### src/hdl/tio_defines.svh
// Contract
// - batch capture copies transmit stream to accessories
// - keyboard print data goes to cassette and printer
// - received data forwarded only with DSR, no print
// - half duplex transmit blocks received data
// - latch seven character bits on load edge
// - shift-load rise fires load pulse when qualified
// - latch clock needs idle cassette and printer gate
// - control period slash puts printer on line
// - control period question mark takes printer offline
// - processor reset low forces printer off line
// - one character per latch clock
// - cassette enable on receive-mode playback or on record outside print mode
// - bit clock and transmit inverted to cassette
// - ack-fired pulse with control enable sends ack
// - ack-fired pulse copied inverted to cassette
// - receive input picks line or playback data
// - receive data ORed with clock phase qualifier
// - baud clock inhibit on four conditions
// - register clock from three sources
// - print/record flag on record with no print request
// - transmit permit low only for receive conditions
// - transmit-or-print request returned as acknowledge
`ifndef TIO_DEFINES_SVH
`define TIO_DEFINES_SVH

// clock and one-shot timing
`define TIO_CLK_MHZ          125
`define TIO_LOAD_PULSE_NS    1000
`define TIO_LOAD_PULSE_CYC   ((`TIO_LOAD_PULSE_NS * `TIO_CLK_MHZ + 999) / 1000)
`define TIO_PULSE_CNT_W      8

// widths, synchroniser layout and off-line reset value
`define TIO_CHAR_W           7
`define TIO_SYNC_N           12
`define TIO_OFFLINE_RST      1'h1

// character bit positions of the control sequence
`define TIO_BIT5_POS         4
`define TIO_BIT6_POS         5
`define TIO_BIT7_POS         6

`endif

### src/hdl/tio_pkg.sv
package tio_pkg;

    // one-shot state
    typedef enum logic {
        TIO_PULSE_IDLE,
        TIO_PULSE_RUN
    } tio_pulse_state_t;

    // what fired the load pulse
    typedef enum logic {
        TIO_SRC_SHIFT,
        TIO_SRC_ACK
    } tio_fire_src_t;

endpackage : tio_pkg

### src/hdl/tio_pulse.sv
`timescale 1ns/1ps
`default_nettype none
`include "tio_defines.svh"

module tio_pulse
    import tio_pkg::*;
(
    // clock and reset
    input  wire logic core_clk,
    input  wire logic sys_rst,
    // trigger and pulse
    input  wire logic trig,
    output logic      pulse,
    output logic      done
);

    localparam logic [`TIO_PULSE_CNT_W-1:0] LAST = `TIO_PULSE_CNT_W'(`TIO_LOAD_PULSE_CYC - 1);

    tio_pulse_state_t             state_q;
    tio_pulse_state_t             state_d;
    logic [`TIO_PULSE_CNT_W-1:0]  cnt_q;
    logic [`TIO_PULSE_CNT_W-1:0]  cnt_d;
    wire                          at_end = (cnt_q == LAST);

    // fixed-length pulse, retriggers ignored while running
    always_comb
    begin
        state_d = state_q;
        cnt_d   = cnt_q;
        unique case (state_q)
            TIO_PULSE_IDLE:
            begin
                cnt_d = '0;
                if (trig)
                    state_d = TIO_PULSE_RUN;
            end
            TIO_PULSE_RUN:
            begin
                cnt_d = cnt_q + 1'b1;
                if (at_end)
                    state_d = TIO_PULSE_IDLE;
            end
        endcase
    end

    // state and counter
    always_ff @(posedge core_clk or posedge sys_rst)
    begin
        if (sys_rst)
        begin
            state_q <= TIO_PULSE_IDLE;
            cnt_q   <= '0;
        end
        else
        begin
            state_q <= state_d;
            cnt_q   <= cnt_d;
        end
    end

    assign pulse = (state_q == TIO_PULSE_RUN);
    assign done  = pulse && at_end;

    // helper: length of the current run of pulse cycles, independent of cnt_q
    localparam logic [`TIO_PULSE_CNT_W-1:0] LEN = `TIO_PULSE_CNT_W'(`TIO_LOAD_PULSE_CYC);
    logic [`TIO_PULSE_CNT_W-1:0]  run_q;

    always_ff @(posedge core_clk or posedge sys_rst)
    begin
        if (sys_rst)
            run_q <= '0;
        else if (pulse)
            run_q <= run_q + 1'b1;
        else
            run_q <= '0;
    end
endmodule : tio_pulse
`default_nettype wire

### src/hdl/tio_router.sv
`timescale 1ns/1ps
`default_nettype none
`include "tio_defines.svh"

module tio_router
    import tio_pkg::*;
(
    // clock and reset
    input  wire logic                   core_clk,
    input  wire logic                   sys_rst,
    // processor serial data and modes
    input  wire logic                   tx_serial,
    input  wire logic                   print_serial,
    input  wire logic                   hdx_serial,
    input  wire logic                   batch_capture,
    input  wire logic                   half_duplex_tx,
    input  wire logic                   print_cmd,
    input  wire logic                   print_mode,
    input  wire logic                   print_n,
    input  wire logic                   recv_mode,
    input  wire logic                   proc_reset_n,
    // processor load and character controls
    input  wire logic                   shift_load_en,
    input  wire logic                   sequencer_active_n,
    input  wire logic                   send_or_hardcopy_n,
    input  wire logic                   rx_char_ack_n,
    input  wire logic                   ctrl_func_en,
    input  wire logic                   row_sel_n,
    input  wire logic [`TIO_CHAR_W-1:0] char_bits,
    // processor clocks
    input  wire logic                   proc_bit_clk,
    input  wire logic                   transmit_active,
    input  wire logic                   int_reg_clk,
    input  wire logic                   phase_t06,
    // modem
    input  wire logic                   modem_rx_data,
    input  wire logic                   modem_dsr,
    input  wire logic                   modem_cts,
    // cassette
    input  wire logic                   cass_playback,
    input  wire logic                   cass_record,
    input  wire logic                   cass_tape_clk,
    input  wire logic                   cass_play_data,
    // printer
    input  wire logic                   prn_mode_n,
    input  wire logic                   prn_inhibit_clk_n,
    input  wire logic                   prn_busy,
    input  wire logic                   prn_online_sw_n,
    input  wire logic                   prn_serial_online,
    // outputs to cassette
    output logic                        cass_data,
    output logic                        cass_enable_n,
    output logic                        cassette_bit_clk_out,
    output logic                        cass_transmit_active_n,
    output logic                        cass_ctrl_ack_n,
    output logic                        cass_load_n,
    // outputs to printer
    output logic                        prn_serial,
    output logic [`TIO_CHAR_W-1:0]      prn_par_data,
    output logic                        prn_strobe,
    output logic                        prn_online_led,
    // outputs to processor
    output logic                        rx_to_proc,
    output logic                        rx_qual,
    output logic                        baud_inhibit_n,
    output logic                        shift_reg_clk,
    output logic                        send_or_hardcopy_ack,
    output logic                        print_record,
    output logic                        tx_permit
);

    // synchronise the outside parties' inputs
    wire  [`TIO_SYNC_N-1:0] raw_in = {modem_rx_data, modem_dsr, modem_cts, cass_playback,
                                      cass_record, cass_tape_clk, cass_play_data, prn_mode_n,
                                      prn_inhibit_clk_n, prn_busy, prn_online_sw_n,
                                      prn_serial_online};
    logic [`TIO_SYNC_N-1:0] sync1_q;
    logic [`TIO_SYNC_N-1:0] sync2_q;

    genvar gi;
    generate
        for (gi = 0; gi < `TIO_SYNC_N; gi++)
        begin : g_sync
            always_ff @(posedge core_clk or posedge sys_rst)
            begin
                if (sys_rst)
                begin
                    sync1_q[gi] <= 1'b0;
                    sync2_q[gi] <= 1'b0;
                end
                else
                begin
                    sync1_q[gi] <= raw_in[gi];
                    sync2_q[gi] <= sync1_q[gi];
                end
            end
        end
    endgenerate

    // unpack synchronised inputs
    wire s_rx      = sync2_q[11];
    wire s_dsr     = sync2_q[10];
    wire s_cts     = sync2_q[9];
    wire s_play    = sync2_q[8];
    wire s_rec     = sync2_q[7];
    wire s_tclk    = sync2_q[6];
    wire s_pdata   = sync2_q[5];
    wire s_pmode_n = sync2_q[4];
    wire s_pinh_n  = sync2_q[3];
    wire s_busy    = sync2_q[2];
    wire s_psw_n   = sync2_q[1];
    wire s_ser_on  = sync2_q[0];

    // edge history for processor strobes
    logic shift_load_q;
    logic ack_n_q;
    logic pulse_q;
    logic offline_q;
    logic edge_pend_q;
    tio_fire_src_t src_q;

    // mode qualifiers
    wire print_qual  = ~(print_cmd | print_mode);
    wire rx_fwd      = s_rx & s_dsr & print_qual & ~half_duplex_tx;
    wire rx_line     = (s_rx & s_dsr & ~half_duplex_tx) | (half_duplex_tx & hdx_serial);
    wire acc_data    = rx_fwd | (half_duplex_tx & hdx_serial) | (batch_capture & tx_serial);
    wire cass_idle   = ~s_play & ~s_rec;
    wire local_gate  = cass_idle & ~print_n & ~s_pmode_n;
    wire online      = ~offline_q | ~s_psw_n;
    wire latch_gate  = cass_idle & (online | local_gate);
    wire play_en_n   = ~(recv_mode & s_play);
    wire cass_en     = (recv_mode & s_play) | (s_rec & ~print_mode);

    // load pulse triggers
    wire shift_fire  = shift_load_en & ~shift_load_q & (~sequencer_active_n | ~send_or_hardcopy_n);
    wire ack_fire    = ~rx_char_ack_n & ack_n_q;
    wire fire        = shift_fire | ack_fire;
    wire pulse;
    wire pulse_done;
    wire pulse_rise  = pulse & ~pulse_q;
    wire pulse_fall  = ~pulse & pulse_q;
    wire latch_clk   = pulse_rise & latch_gate;

    // control sequence decode
    wire ctl_seq     = ctrl_func_en & ~char_bits[`TIO_BIT7_POS] & char_bits[`TIO_BIT6_POS] & ~row_sel_n;
    wire go_online   = pulse_rise & ctl_seq & ~char_bits[`TIO_BIT5_POS];
    wire go_offline  = pulse_rise & ctl_seq & char_bits[`TIO_BIT5_POS];

    tio_pulse u_pulse (
        .core_clk (core_clk),
        .sys_rst  (sys_rst),
        .trig     (fire),
        .pulse    (pulse),
        .done     (pulse_done)
    );

    // strobe edge tracking
    always_ff @(posedge core_clk or posedge sys_rst)
    begin
        if (sys_rst)
        begin
            shift_load_q <= 1'b0;
            ack_n_q      <= 1'b1;
            pulse_q      <= 1'b0;
        end
        else
        begin
            shift_load_q <= shift_load_en;
            ack_n_q      <= rx_char_ack_n;
            pulse_q      <= pulse;
        end
    end

    // remember the source of the running pulse
    always_ff @(posedge core_clk or posedge sys_rst)
    begin
        if (sys_rst)
            src_q <= TIO_SRC_SHIFT;
        else if (fire && !pulse)
            src_q <= ack_fire ? TIO_SRC_ACK : TIO_SRC_SHIFT;
    end

    // printer off-line flag, reset or offline command sets it
    always_ff @(posedge core_clk or posedge sys_rst)
    begin
        if (sys_rst)
            offline_q <= `TIO_OFFLINE_RST;
        else if (!proc_reset_n || go_offline)
            offline_q <= 1'b1;
        else if (go_online)
            offline_q <= 1'b0;
    end

    // parallel character latch and one strobe per latch clock
    always_ff @(posedge core_clk or posedge sys_rst)
    begin
        if (sys_rst)
        begin
            prn_par_data <= '0;
            prn_strobe   <= 1'b0;
        end
        else
        begin
            if (latch_clk)
                prn_par_data <= char_bits;
            prn_strobe <= latch_clk;
        end
    end

    // pending load-pulse edge awaiting the clock phase
    always_ff @(posedge core_clk or posedge sys_rst)
    begin
        if (sys_rst)
            edge_pend_q <= 1'b0;
        else if (pulse_rise || pulse_fall)
            edge_pend_q <= 1'b1;
        else if (phase_t06)
            edge_pend_q <= 1'b0;
    end

    // registered receive data to the processor
    wire rx_sel = play_en_n ? rx_line : s_pdata;
    always_ff @(posedge core_clk or posedge sys_rst)
    begin
        if (sys_rst)
            rx_to_proc <= 1'b0;
        else
            rx_to_proc <= rx_sel;
    end

    // serial accessory paths
    assign cass_data            = s_rec & (acc_data | print_serial);
    assign prn_serial           = (acc_data & s_ser_on) | print_serial;

    // cassette controls and printer on-line indicator
    assign cass_enable_n        = ~cass_en;
    assign cassette_bit_clk_out = ~proc_bit_clk;
    assign cass_transmit_active_n          = ~transmit_active;
    assign cass_ctrl_ack_n      = ~(pulse & (src_q == TIO_SRC_ACK) & ctrl_func_en);
    assign cass_load_n          = ~(pulse & (src_q == TIO_SRC_ACK));
    assign prn_online_led       = ~offline_q;

    // processor returns
    assign rx_qual              = rx_to_proc | phase_t06;
    assign baud_inhibit_n       = ~((~print_n & ~s_pinh_n) | ~play_en_n | cass_en | local_gate);
    assign shift_reg_clk        = int_reg_clk | s_tclk |
                                  (local_gate & s_busy & edge_pend_q & phase_t06);
    assign print_record         = print_qual & s_rec;
    assign tx_permit            = ~(s_dsr & print_qual & ~s_cts);
    assign send_or_hardcopy_ack = (online | ~s_busy) & tx_permit & ~send_or_hardcopy_n;
endmodule : tio_router
`default_nettype wire

### config.mk
export PLATFORM = sky130hd
export DESIGN_NAME = tio_router
export DESIGN_NICKNAME = d
export VERILOG_FILES = /design/src/hdl/tio_pkg.sv /design/src/hdl/tio_pulse.sv /design/src/hdl/tio_router.sv
export VERILOG_INCLUDE_DIRS = /design/src /design/src/hdl
export SDC_FILE = /design/constraint.sdc
export NUM_CORES = 1
export LEC_CHECK = 0
export ABC_AREA = 1
export ABC_CLOCK_PERIOD_IN_PS = 4250
export BUFFER_PORTS_ARGS = -buffer_cell sky130_fd_sc_hd__buf_2
export CAP_MARGIN = 10
export CORE_ASPECT_RATIO = 1.2
export CORE_MARGIN = 2
export CORE_UTILIZATION = 53
export DETAILED_ROUTE_END_ITERATION = 10
export HOLD_SLACK_MARGIN = 0.12
export PLACE_DENSITY = 0.9
export SLEW_MARGIN = 20
export SYNTH_ARGS = -nofsm -noshare
export SYNTH_HDL_FRONTEND = slang
export SYNTH_SLANG_ARGS = --single-unit
export TNS_END_PERCENT = 1
### constraint.sdc
create_clock -name core_clk -period 4.25 [get_ports core_clk]
set_input_delay 0.6375 -clock core_clk [delete_from_list [all_inputs] [get_ports core_clk]]
set_output_delay 0.6375 -clock core_clk [all_outputs]
set_load 0.02 [all_outputs]
Word level (Yosys, flattened, before mapping)
Index checks and enable logic that the tools add are counted.
Operators by class
  $add $sub $neg: 1
  equality and inequality tests: 1
  mux-type cells: 10
  bitwise gates (word level): 83
  reduce and logical (&&, ||, !) cells: 7
Operator list (number)
  $and 1x1->1: 37
  $not 1->1: 28
  $or 1x1->1: 18
  $pmux 8 s2: 1
  $add 8x1->8 const B: 1
  $eq 8x7->1 const B: 1
  $mux 1: 8
  $reduce_bool 2->1: 2
  $logic_not 1->1: 2
  $logic_or 1x1->1: 2
  $pmux 1 s2: 1
  $logic_and 1x1->1: 1
Storage, ports and cells
  register bits after elaboration: 48

Logic depth before layout (Yosys ltp)
  depth in word-level cells: 8
  gate-level depth with buffers: 8
  gate-level depth less buffers: 7

Modules after synthesis
From an unflattened synthesis, not the netlist that was laid out.
Unflattened totals
  cells, all modules: 188
  area, all modules: 1880.6 um^2
Modules (own cells, without submodules)
  tio_router: times used 1, cells an instance 132, area an instance 1415.1 um^2, sequential area each 978.4 um^2
  tio_pulse: times used 1, cells an instance 56, area an instance 465.4 um^2, sequential area each 225.2 um^2

Worst setup path after synthesis
OpenSTA, ideal clock, no wires.
  path type: in2out
  from: in print_mode
  to: out send_or_hardcopy_ack
  arrival time: 1250 ps
  data required time: 3612 ps
  setup slack: 2362 ps
  stages: 4
  buffers on the path: 0
  cells stage by stage: nor2_1 nand3b_1 nand2_1 nor2_1
Between the ends
  cells in the longest elaborated chain, start to end: 7
Ends and longest elaborated chain
  from (decl): line tio_router.sv:18  | input wire logic print_mode,
  $or 1x1->1: line tio_router.sv:123  | wire print_qual = ~(print_cmd | print_mode);
  $not 1->1: line tio_router.sv:123
  $and 1x1->1 (2 in series): line tio_router.sv:249  | assign tx_permit = ~(s_dsr & print_qual & ~s_cts);
  $not 1->1: line tio_router.sv:249
  net tx_permit: line tio_router.sv:69  | output logic tx_permit
  $and 1x1->1 (2 in series): line tio_router.sv:250  | assign send_or_hardcopy_ack = (online | ~s_busy) & tx_permit & ~send_or_hardcopy_n;
  to (decl): line tio_router.sv:67  | output logic send_or_hardcopy_ack,
The timed path passes the listed nets, and every way through them passes these cells.

Worst setup path in the final report
  from: reg sync2_q[8] (netlist: s_play)
  to: out baud_inhibit_n
Between the ends
  cells in the longest elaborated chain, start to end: 6
Ends and longest elaborated chain
  from (decl): line tio_router.sv:78  | logic [`TIO_SYNC_N-1:0] sync2_q;
  from (signal, indexed assignment): line tio_router.sv:94  | sync2_q[gi] <= sync1_q[gi];
  $not 1->1: line tio_router.sv:127  | wire cass_idle = ~s_play & ~s_rec;
  $and 1x1->1: line tio_router.sv:127
  $and 1x1->1 (2 in series): line tio_router.sv:128  | wire local_gate = cass_idle & ~print_n & ~s_pmode_n;
  $or 1x1->1 *: line tio_router.sv:245  | assign baud_inhibit_n = ~((~print_n & ~s_pinh_n) | ~play_en_n | cass_en | local_gate);
  $not 1->1 *: line tio_router.sv:245
  to (decl): line tio_router.sv:65  | output logic baud_inhibit_n,
Every way passes the cells marked *; elsewhere a longest branch is shown, timed or not.

==> impl_metrics.py <==
metrics = {
    "status": {
        "status": "complete, no violations",
    },
    "yosys": {
        "synth_seq_cells": 48,
        "synth_enable_flop_cells": 0,
        "synth_cell_types": 25,
        "synthMostInstantiatedCell": "dfrtp_1",
        "ys_top_cells_by_count": "dfrtp_1 (46), nand2_1 (42), inv_1 (25)",
        "synth_ff_type": "dfrtp_1",
        "synth_cells": 183,
        "syn_avg_cell_area_um2": 10.2,
        "yosysSeqAreaShare": 0.645,
        "synth_area_um2": 1870,
        "synthArstFlopShare": 1.00,
        "yosys.area.top_type_share": 0.617,
        "synth_top_cell_by_area": "dfrtp_1",
        "ys_top_cells_by_area": "dfrtp_1 (62%), nand2_1 (8.4%), inv_1 (5.0%)",
        "syn_nets": 227,
        "yosys_warnings": 0,
    },
    "die": {
        "io_pins": 64,
        "initial_core_util": 0.554,
        "fp.dieW_um": 58.2,
        "die-area_um2": 4010,
        "die_h_um": 69.0,
        "rows": 23,
        "core_um2": 3370,
    },
    "power": {
        "peakVddDrop_uv": 318,
        "power_density_nw_per_um2": 357,
        "p_leak_uw": 0.00124,
    },
    "clocking": {
        "hold_buffers": 0,
        "cts_sinks": 48,
        "cts_root_buf": "clkbuf_8",
        "cts_resized": 0,
        "clk_latency_ps": 290,
        "path_clk_slew_ps": 80,
        "h-tree-depth": 2,
        "cts_buffers": 5,
        "post_cts_buffers": 0,
        "cts_tree": "yes",
        "clock_path_buffers": 2,
    },
    "hold_path": {
        "hold_class": "flop to flop",
        "worstHoldPathCells": 0,
    },
    "final_layout": {
        "fin_area_um2": 2310,
        "fin_util": 0.687,
        "fill_cells": 265,
        "drive_gt1_frac": 0.337,
        "largest-register": "sync1_q",
        "syn2layout_area_growth_pct": 23.9,
        "reg.largest.list": "sync1_q: 12 flops, u_pulse.cnt_q: 8 flops, prn_par_data: 7 flops",
        "largest_reg_flops": 12,
        "diodes": 0,
        "nets": 295,
    },
    "critical_path": {
        "worstPathRequired_ps": 3610,
        "path_max_fanout": 9,
        "max_stage_delay_ps": 420,
        "path_cells": "nor2_4 > nand3_2 > o21ai_0 > nor2_1 > buf_2",
        "worst_setup_path_end_kind": "output pin",
        "crit_slowest_cell": "dfrtp_1",
        "critPathLaunchType": "flop",
        "reg2reg_depth": 6,
        "crit_arrival_ps": 1400,
        "path_class": "flop to output pin",
    },
    "run": {
        "drv_cap": 0,
    },
    "sta": {
        "period_needed_ps": 2040,
        "min_period_over_period": 0.480,
        "fin_skew_ps": 4.39,
        "setup_viol": 0,
        "fmax_mhz": 490,
        "tightestPinTransition_ps": 933,
        "finalSetupTns_ps": 0,
        "hold_viol": 0,
        "maxSlewViolCount": 0,
        "rsz0062_at_grt": "no",
        "max_slew_margin": 0.377,
    },
    "drt": {
        "avgRoutedWirePerCell_um": 11.2,
        "drcViolationCount": 0,
        "wirelength_um": 3250,
        "num_vias": 1375,
        "firstDrtPassIters": 6,
        "vias_per_cell": 4.76,
        "antenna_left": 0,
        "drt-initial-drc-count": 76,
    },
    "placed_design": {
        "dpl_cell_area_um2": 2220,
        "gp_congestion": 0.811,
        "hpwlAfterDp_um": 2480,
        "io_buffers": 63,
    },
    "global_routing": {
        "overflow": 0,
        "grt_start_max_net_pins": 49,
        "antenna_found_initial": 0,
        "grt_pass1_vias": 1321,
        "grt_pass1_wl_um": 5610,
        "track_usage": 0.184,
    },
}
critical path: cells and delay by family, from the launching register on:
kind | cells | cell delay (ps)
compound gates | 1 | 100
simple gates | 3 | 420
buf+inv | 1 | 160
flops | 1 | 420
path summary, 6_finish.rpt:
path | slack (ps) | end | startpoint
max in group asynchronous | 3130 | pulse_q$_DFF_PP0_ | sys_rst
max reg2reg | 2770 | offline_q$_DFFE_PP1P_ | u_pulse.pulse$_DFF_PP0_
min | 350 | s_pmode_n$_DFF_PP0_ | sync1_q[4]$_DFF_PP0_
min in group asynchronous | 550 | s_play$_DFF_PP0_ | sys_rst
max | 2210 | baud_inhibit_n | s_play$_DFF_PP0_
min reg2reg | 350 | s_pmode_n$_DFF_PP0_ | sync1_q[4]$_DFF_PP0_
routing by layer:
layer | up-vias | part of all wire | GRT usage
met1 | 606 | 0.40 | 0.230
li1 | 712 | - | -
met5 | - | 0 | 0
met2 | 48 | 0.52 | 0.292
met4 | 0 | 0.022 | 0.0749
met3 | 9 | 0.058 | 0.0619
report_power, final:
part           leakage (uW)  internal (uW)  switching, uW  total [uW]
logic              0.000633           28.5           46.5        75.0
clock network     0.0000434            131            139         271
registers          0.000563            473           6.41         480
per-stage QoR:
step | hold slack, ps | total power (uW) | worst slack [ps] | std cells
after floorplan | 331 | 528 | 2360 | 183
after global placement | 332 | 562 | 2330 | 281
after detailed placement | 335 | 565 | 2300 | 281
after CTS | 353 | 838 | 2180 | 289
after global routing | 357 | 869 | 2110 | 289
final | 352 | 826 | 2210 | 289
cell families after synthesis:
| logic type | synth area share |
|---|---|
| compound gates | 0.0429 |
| fa+ha+maj | 0.0201 |
| buf+inv | 0.0570 |
| flops | 0.645 |
| simple gates | 0.235 |
area by class of cell:
cell class	instances	area [um^2]	share of cell area
clock buffer	6	82.6	0.0357
clock inverter	2	15.0	0.00649
inverter	25	93.8	0.0406
multi-input combinational	108	557	0.241
sequential	48	1200	0.520
tap	37	46.3	0.0200
timing repair buffer	63	315	0.136
cells in the final DEF (no fill, tap or decap), drive strengths merged:
cell / netlist / routed
nor3: 1 / 1
or2: 1 / 1
clkinvlp: 0 / 2
clkbuf: 0 / 6
o21ai: 7 / 7
buf: 2 / 63
ha: 3 / 3
nand4: 9 / 9
nor2: 22 / 22
dfrtp: 46 / 46
o22a: 1 / 1
o21a: 1 / 1
inv: 25 / 25
dfstp: 2 / 2
nand3b: 1 / 1
nand2: 45 / 45
nand3: 12 / 12
a21oi: 5 / 5
Power figures use the tool's default switching activity.
